## config.mk

```make
export PLATFORM = sky130hd
export DESIGN_NAME = mpc_channel_ctrl
export DESIGN_NICKNAME = d
export VERILOG_FILES = /design/src/inc/mpc_pkg.sv /design/src/rtl/mpc_channel_ctrl.sv
export SDC_FILE = /design/constraint.sdc
export NUM_CORES = 1
export LEC_CHECK = 0
export BUFFER_PORTS_ARGS = -buffer_cell sky130_fd_sc_hd__buf_2
export CORE_UTILIZATION = 34
export CTS_BUF_LIST = sky130_fd_sc_hd__clkbuf_8 sky130_fd_sc_hd__clkbuf_16
export DETAILED_ROUTE_END_ITERATION = 10
export SYNTH_ARGS = -nofsm -noshare
export SYNTH_HDL_FRONTEND = slang
export SYNTH_SLANG_ARGS = --single-unit
export TNS_END_PERCENT = 30
```

## constraint.sdc

```tcl
create_clock -name clk -period 2.5 [get_ports clk]
set_input_delay 0.75 -clock clk [delete_from_list [all_inputs] [get_ports clk]]
set_output_delay 0.75 -clock clk [all_outputs]
set_load 0.01 [all_outputs]
```

## src/inc/mpc_pkg.sv

```systemverilog
// Purpose: Shared constants for the motor PWM channel control block
// Assumes: Two channels, eight outputs each, 8-bit control registers
// Notes: Register indices are selected by reg_addr[1:0]; reg_addr[2] picks the channel
package mpc_pkg;
    // ==========================================================
    // Register indices
    localparam logic [1:0] MPC_IDX_CTRL = 2'h0; // channel_control
    localparam logic [1:0] MPC_IDX_OE = 2'h1; // output_enable_control
    localparam logic [1:0] MPC_IDX_POL = 2'h2; // output_polarity_select

    // ==========================================================
    // channel_control field positions
    localparam int MPC_BIT_IE = 5; // interrupt_enable
    localparam int MPC_BIT_FLAG = 4; // cycle_match_flag
    localparam int MPC_BIT_RUN = 3; // counter_run
    localparam logic [1:0] MPC_CTRL_FIXED = 2'h3; // Bits 7:6 read as ones

    // ==========================================================
    // Reset values
    localparam logic [7:0] MPC_OE_RST = 8'h00;
    localparam logic [7:0] MPC_POL_RST = 8'h00;
    localparam logic [2:0] MPC_CKS_RST = 3'h0;
    localparam logic [7:0] MPC_RDATA_RST = 8'h00;

    // ==========================================================
    // Counter: 10 live bits, upper six read as ones (H'FC00 base)
    localparam logic [5:0] MPC_CNT_TOP = 6'h3F;
    localparam logic [9:0] MPC_CNT_CLR = 10'h000;
    localparam logic [9:0] MPC_CNT_ONE = 10'h001;
    localparam logic [3:0] MPC_PRE_RST = 4'h0;
    localparam logic [3:0] MPC_PRE_ONE = 4'h1;

    // ==========================================================
    // Prescale codes and divider terminal masks
    localparam logic [2:0] MPC_CKS_DIV1 = 3'h0;
    localparam logic [2:0] MPC_CKS_DIV2 = 3'h1;
    localparam logic [2:0] MPC_CKS_DIV4 = 3'h2;
    localparam logic [2:0] MPC_CKS_DIV8 = 3'h3;
    localparam logic [3:0] MPC_TERM_DIV2 = 4'h1;
    localparam logic [3:0] MPC_TERM_DIV4 = 4'h3;
    localparam logic [3:0] MPC_TERM_DIV8 = 4'h7;
    localparam logic [3:0] MPC_TERM_DIV16 = 4'hF;

    // ==========================================================
    // Staging word layout (13 bits per pair)
    localparam int MPC_STG_W = 13;
    localparam int MPC_BIT_OTS = 12;
    localparam logic [12:0] MPC_DUTY_RST = 13'h0000;
endpackage

```

## src/rtl/mpc_channel_ctrl.sv

```systemverilog
// Purpose: Control, enable and polarity logic for two motor PWM channels
// Assumes: Register port on the internal bus; cycle and staging values come from outside
// Notes: Output pins are registered; enables are driven straight from registers
//
// Functional notes
// RL1 - Two identical independent channel register sets
// RL2 - Control bits 7 and 6 read one
// RL3 - Bit 5 gates interrupt on cycle match
// RL4 - Flag sets when counter equals cycle
// RL5 - Flag clears by zero write after reading one
// RL6 - Writing one to flag does nothing
// RL7 - Transfer controller clears flag when disable-select zero
// RL8 - Bit 3 runs or halts counter
// RL9 - Codes select divide 1, 4, 8, 16
// RL10 - Enable bits gate outputs H down to A
// RL11 - Polarity bits invert their outputs
// RL12 - Code 001 selects divide by two
// RL13 - Ten-bit counter held at H'FC00 when stopped
// RL14 - Match clears counter, loads staging into width
// RL15 - Active from clear until width match
// RL16 - Interrupt line equals flag and enable
// RL17 - Disabled pin does not drive waveform
`timescale 1ns/10ps
`default_nettype none
module mpc_channel_ctrl
    import mpc_pkg::*;
(
    input wire logic clk,
    input wire logic rst_b,
    input wire logic [2:0] reg_addr,
    input wire logic reg_wr,
    input wire logic reg_rd,
    input wire logic [7:0] reg_wdata,
    output logic [7:0] reg_rdata,
    input wire logic [31:0] cycle_length,
    input wire logic [103:0] width_staging,
    input wire logic [1:0] dtc_clear_req,
    input wire logic [1:0] transfer_disable_select,
    output logic [1:0] irq,
    output logic [15:0] pwm_out,
    output logic [15:0] pwm_oe
);
    // ==========================================================
    // Read data path
    // Read data is registered and held until the next read strobe,
    // so the bus may take it any time before it reads again
    logic [7:0] rd_val [0:1][0:3]; // Per channel read values
    logic [7:0] rdata_reg;
    logic [7:0] rdata_next;

    // Capture read value on a read strobe, hold otherwise
    always_comb begin
        rdata_next = rdata_reg;
        if (reg_rd) begin
            rdata_next = rd_val[reg_addr[2]][reg_addr[1:0]];
        end
    end

    always_ff @(posedge clk or negedge rst_b) begin
        if (!rst_b) begin
            rdata_reg <= MPC_RDATA_RST;
        end else begin
            rdata_reg <= rdata_next;
        end
    end

    // Data output straight from the flip-flop
    assign reg_rdata = rdata_reg;

    // ==========================================================
    // Channel logic, one copy per channel
    for (genvar ch = 0; ch < 2; ch++) begin : g_ch // [RL1]
        logic ie_reg, ie_next; // Interrupt enable
        logic flag_reg, flag_next; // Cycle match flag
        logic armed_reg, armed_next; // Flag was read as one
        logic run_reg, run_next; // Counter run
        logic [2:0] cks_reg, cks_next; // Prescale select
        logic [7:0] oe_reg, oe_next; // Output enables
        logic [7:0] pol_reg, pol_next; // Output inversion
        logic [9:0] cnt_reg, cnt_next; // Period counter live bits
        logic [3:0] pre_reg, pre_next; // Prescale divider
        logic [51:0] duty_reg, duty_next; // Four active width words
        logic [7:0] pin_reg, pin_next; // Registered pin levels
        logic tick; // Counter clock enable
        logic match; // Cycle compare match
        logic wr_ch; // Write aimed at this channel
        logic sw_clr; // Software flag clear
        logic dtc_clr; // Transfer controller flag clear
        logic [15:0] cnt_full; // Counter as seen by comparator
        logic [15:0] cyc; // This channel's cycle value

        // Cycle value is set outside and should only change while halted
        assign cyc = cycle_length[ch*16 +: 16];
        assign cnt_full = {MPC_CNT_TOP, cnt_reg}; // [RL13]
        assign wr_ch = reg_wr && (reg_addr[2] == ch[0]);

        // Divider terminal count picks the counting edge
        // Divider free-runs while counting; the first tick after a code change
        // may come early, which only shifts the phase of one period
        always_comb begin
            case (cks_reg) // [RL9]
                MPC_CKS_DIV1: tick = 1'b1;
                MPC_CKS_DIV2: tick = (pre_reg[0] == MPC_TERM_DIV2[0]); // [RL12]
                MPC_CKS_DIV4: tick = (pre_reg[1:0] == MPC_TERM_DIV4[1:0]);
                MPC_CKS_DIV8: tick = (pre_reg[2:0] == MPC_TERM_DIV8[2:0]);
                default: tick = (pre_reg == MPC_TERM_DIV16);
            endcase
        end

        // Match only on a counting edge, so a slow prescale sees one match
        assign match = run_reg && tick && (cnt_full == cyc); // [RL4]
        // Clear only honoured after a read of one; a one written is ignored
        assign sw_clr = wr_ch && (reg_addr[1:0] == MPC_IDX_CTRL)
            && !reg_wdata[MPC_BIT_FLAG] && armed_reg; // [RL5] [RL6]
        // Controller clear is a one-cycle request after it served the match
        assign dtc_clr = dtc_clear_req[ch] && !transfer_disable_select[ch]; // [RL7]

        // Next state of registers, counter and outputs
        always_comb begin
            ie_next = ie_reg;
            run_next = run_reg;
            cks_next = cks_reg;
            oe_next = oe_reg;
            pol_next = pol_reg;
            // Set wins over a same-cycle clear, so no match is lost
            flag_next = match || (flag_reg && !(sw_clr || dtc_clr));
            // Arming remembers a read of one; it is lost whenever the flag
            // drops, so a stale read can clear a later match only if it came while the flag was still one
            armed_next = armed_reg;
            if (!flag_next) begin
                armed_next = 1'b0;
            end else if (reg_rd && (reg_addr[2] == ch[0])
                         && (reg_addr[1:0] == MPC_IDX_CTRL) && flag_reg) begin
                armed_next = 1'b1;
            end
            // Register writes; fixed top bits and index 3 keep nothing
            if (wr_ch) begin
                case (reg_addr[1:0])
                    MPC_IDX_CTRL: begin // Bits 7:6 not stored [RL2]
                        ie_next = reg_wdata[MPC_BIT_IE]; // [RL3]
                        run_next = reg_wdata[MPC_BIT_RUN]; // [RL8]
                        cks_next = reg_wdata[2:0];
                    end
                    MPC_IDX_OE: oe_next = reg_wdata;
                    MPC_IDX_POL: pol_next = reg_wdata;
                    default: ; // Unmapped index ignored
                endcase
            end
            // Counter and divider freeze at start value while halted
            pre_next = MPC_PRE_RST;
            cnt_next = MPC_CNT_CLR;
            duty_next = duty_reg;
            if (run_reg) begin // [RL8] [RL13]
                pre_next = pre_reg + MPC_PRE_ONE;
                cnt_next = cnt_reg;
                if (match) begin
                    cnt_next = MPC_CNT_CLR; // [RL14]
                    duty_next = width_staging[ch*52 +: 52]; // [RL14]
                end else if (tick) begin
                    cnt_next = cnt_reg + MPC_CNT_ONE;
                end
            end
        end

        // Waveform per output; the select bit picks which pin of a pair carries it
        // Pins lag the counter by one clock, traded for glitch-free outputs
        for (genvar k = 0; k < 8; k++) begin : g_out
            logic [12:0] w;
            logic sel;
            assign w = duty_reg[(k/2)*MPC_STG_W +: MPC_STG_W];
            assign sel = (w[MPC_BIT_OTS] == k[0]);
            // Zero width never goes active; unselected pin sits inactive
            assign pin_next[k] = (sel && run_reg && (cnt_reg < w[9:0])) // [RL15]
                ^ pol_reg[k]; // [RL11]
        end

        // Register all channel state
        // Asynchronous reset loads constants only
        always_ff @(posedge clk or negedge rst_b) begin
            if (!rst_b) begin
                ie_reg <= 1'b0;
                flag_reg <= 1'b0;
                armed_reg <= 1'b0;
                run_reg <= 1'b0;
                cks_reg <= MPC_CKS_RST;
                oe_reg <= MPC_OE_RST;
                pol_reg <= MPC_POL_RST;
                cnt_reg <= MPC_CNT_CLR;
                pre_reg <= MPC_PRE_RST;
                duty_reg <= {4{MPC_DUTY_RST}};
                pin_reg <= 8'h00;
            end else begin
                ie_reg <= ie_next;
                flag_reg <= flag_next;
                armed_reg <= armed_next;
                run_reg <= run_next;
                cks_reg <= cks_next;
                oe_reg <= oe_next;
                pol_reg <= pol_next;
                cnt_reg <= cnt_next;
                pre_reg <= pre_next;
                duty_reg <= duty_next;
                pin_reg <= pin_next;
            end
        end

        // Read-back views of this channel
        assign rd_val[ch][MPC_IDX_CTRL] = {MPC_CTRL_FIXED, ie_reg, flag_reg,
            run_reg, cks_reg}; // [RL2]
        assign rd_val[ch][MPC_IDX_OE] = oe_reg;
        assign rd_val[ch][MPC_IDX_POL] = pol_reg;
        assign rd_val[ch][2'h3] = 8'h00;

        // Interrupt is a level; it drops with the flag or the enable
        assign irq[ch] = flag_reg && ie_reg; // [RL16] [RL3]
        // Disabled pins release to their other function
        // Output is forced low there so a released pin never shows the waveform
        assign pwm_oe[ch*8 +: 8] = oe_reg; // [RL10] [RL17]
        assign pwm_out[ch*8 +: 8] = pin_reg & oe_reg; // [RL10] [RL17]
    end
endmodule
`default_nettype wire

```

==> results.txt <==
----------------------------------------------------
[Run status]
  Status ... finished, final reports clean

[Global route]
  Overflow left after global routing ... 0
  Overall Global Routing Usage ... 16.0%
  Via count of the first global-routing pass ... 7055
  Maximum number of pins on one net before global-route repair ... 48
  Global-route wire length before repair ... 37900 um
  Antenna violations before repair ... 1

[Cells and area]
  Share of final-layout standard cells stronger than drive strength 1 ... 34.2%
  Number of nets in the finished design ... 1348
  Layout area overhead ... 21.5%
  Final-layout fill cell count ... 2909
  Most frequent cells in the layout ... dfrtp_1 (186), buf_2 (179), mux2_2 (92), inv_1 (88), ha_1 (78)
  Flip-flop count of the largest register after layout ... 88
  Leading cell type in the layout, fill and taps excluded ... dfrtp_1

[Drt]
  Wire length reported by the detailed router ... 23900 um
  Via count ... 7263
  WL/cell ... 15.7 um
  Final antenna-violating net count ... 0
  Number of optimization iterations in the first detailed-route pass ... 4
  Vias per cell ... 4.78
  DRC violation count after routing ... 0
  Drt initial violations ... 359

[Floorplan]
  Die Area ... 0.0308 mm2
  Die Ht ... 175 um
  Horizontal die dimension ... 175 um
  Effective utilization at floorplan ... 34.5%
  Standard-cell row count ... 63
  Core area ... 0.0296 mm2
  I/O Pins ... 197

[Setup path]
  Worst setup path class ... flip-flop to flip-flop
  Peak fanout along the critical path ... 5
  Worst path bufs/invs ... 0
  Crit path required time ... 2870 ps
  Number of cells on the critical path ... 8
  Cells traversed along the worst timing path ... ha_1 -> ha_1 -> mux2i_1 -> a211oi_2 -> a41oi_1 -> or2_1 -> or4b_1 -> a21boi_1
  Top Family by Delay on Critical Path ... simple AND/OR/NAND/NOR gates
  Critical path startpoint category ... flip-flop
  Nature of the critical path endpoint ... flip-flop
  Data arrival time at the worst-slack endpoint ... 2720 ps
  CP dominant cell by count ... ha_1
  Delay of the slowest critical-path stage ... 520 ps
  Max stage delay cell, worst path ... or4b_1
  Reg2Reg Depth ... 8

[Synthesis]
  Mean area per synthesized cell ... 11.3 um2
  Cell taking the most area after synthesis ... dfrtp_1
  Top post-synthesis cells by area ... dfrtp_1 (46%), mux2_2 (10%), ha_1 (9.5%)
  Number of enable flip-flop cells after synthesis ... 0
  Distinct cell type count after synthesis ... 48
  Syn Nets ... 1138
  Synth async-reset ratio ... 100%
  YS warnings ... 0
  Synthesized instance count ... 905
  Synth top area share ... 45.5%
  Top_reg_cell synth ... dfrtp_1
  Netlist Area Pre-Place ... 0.0102 mm2
  Flops & latches, synth ... 186
  Share of the yosys chip area belonging to registers ... 45.5%

[Timing]
  Worst clock skew on the final layout ... 9.01 ps
  Post-Route Hold Slack ... 256 ps
  Pins over their slew limit ... 0
  RSZ-0062 raised after global routing ... false
  Relative slew slack ... 50.5%
  Max Fclk ... 0.426 GHz
  Minimum clock period after layout ... 2350 ps
  Hold Violations, Final ... 0
  Slew @ Worst Pin ... 743 ps
  Share of the cycle needed by the critical path after routing ... 93.9%
  Sum Neg Setup Slack ... 0 ps
  Count of endpoints failing setup in the final report ... 0

[Flow run]
  Number of violations of the max-capacitance limit ... 0

[CTS]
  Root buffer cell ... clkbuf_16
  Max clock buf depth ... 2
  Total of hold buffers inserted after clock tree synthesis ... 0
  Clock sink count ... 186
  Post-CTS setup repair buffer count ... 0
  Level count of the clock H-tree ... 4
  Register clock-pin slew on the reported worst setup and hold paths ... 80 ps
  Resized Gates After CTS ... 0
  Clk Latency, worst-skew pair ... 440 ps
  TritonCTS Buffers ... 17
  CTS tree ... built

[Hold path]
  Min-delay worst type ... input pin to async pin

[Pwr]
  Power Total ... 7440 uW
  IR Drop Worst-Case VDD ... 0.315 mV
  Standby leakage power ... 0.00612 uW
  Areal power density over the cells ... 599 mW/mm2

[Placed design]
  Routability-driven placement congestion ratio ... 0.816
  Post-detail-place hpwl ... 18100 um
  Port Buffer Count ... 180

----------------------------------------------------
cell usage after synthesis (5+ instances only):
| cell type | count |
|---|---|
| a21boi_0 | 12 |
| a21o_1 | 10 |
| a21oi_1 | 40 |
| and2_1 | 28 |
| and3_1 | 6 |
| buf_2 | 6 |
| clkbuf_1 | 15 |
| dfrtp_1 | 186 |
| ha_1 | 78 |
| inv_1 | 88 |
| mux2_2 | 92 |
| mux2_4 | 38 |
| mux2i_1 | 18 |
| nand2_1 | 49 |
| nand2b_1 | 12 |
| nand3_1 | 28 |
| nand3b_1 | 9 |
| nand4_1 | 12 |
| nor2_1 | 11 |
| nor2b_1 | 13 |
| nor3b_1 | 9 |
| nor4_1 | 5 |
| o211ai_1 | 24 |
| o21ai_0 | 42 |
| xnor2_1 | 24 |
| xor2_1 | 14 |
stage by stage:
stage	util [%]	cells	instance area, um2	setup WS (ps)
floorplan	-	905	10200	139
global placement	39.9	1486	11800	-30.0
detailed placement	39.9	1486	11800	-40.1
CTS	41.9	1518	12400	124
global route	41.9	1518	12400	0.0271
finish	41.9	1520	12400	153
power breakdown:
group | switching [uW] | internal, uW | leakage, uW | total, uW
Combinational | 562 | 594 | 0.00337 | 1160
Clock | 1300 | 1420 | 0.000280 | 2710
Sequential | 296 | 3280 | 0.00247 | 3570
cells by family (layout without fill, tap and decap cells):
family	count (synthesis)	count (layout)	synth area share, %
compound gates	143	143	8.62
xor+xnor	38	38	3.26
fa+ha+maj	78	78	9.55
buf+inv	115	338	4.60
flops	186	186	45.5
mux	149	149	17.7
other cells	0	2	0
simple gates	196	196	10.7
area by class of cell:
class / count / area [um2] / area share [%]
inverter: 88 / 330 / 2.66
multi-input combinational: 604 / 5090 / 41.0
clock inverter: 15 / 163 / 1.31
timing repair buffer: 218 / 1260 / 10.1
antenna: 2 / 5.00 / 0.0403
tap: 390 / 488 / 3.93
clock buffer: 17 / 425 / 3.43
sequential: 186 / 4650 / 37.5
worst paths after layout:
path	start	endpoint	slack [ps]
max in group asynchronous	rst_b	g_ch[0].duty_reg[44]$_DFFE_PN0P_	1540
hold reg to reg	g_ch[1].pol_reg[6]$_DFFE_PN0P_	g_ch[1].pin_reg[6]$_DFF_PN0_	490
setup / recovery	g_ch[1].pre_reg[0]$_DFF_PN0_	g_ch[1].cnt_reg[3]$_DFFE_PN0P_	150
setup reg to reg	g_ch[1].pre_reg[0]$_DFF_PN0_	g_ch[1].cnt_reg[3]$_DFFE_PN0P_	150
hold / removal	rst_b	g_ch[0].duty_reg[22]$_DFFE_PN0P_	260
min in group clk	g_ch[1].pol_reg[6]$_DFFE_PN0P_	g_ch[1].pin_reg[6]$_DFF_PN0_	490
metal layers:
metal,vias up,global-route usage [%],part of all wire (%)
li1,3598,-,-
met1,3512,22.1,48
met2,131,25.5,47
met3,20,3.14,4.5
met4,2,4.42,1.2
met5,-,0,0.054
No activity file was read; power rests on OpenSTA's default activity.
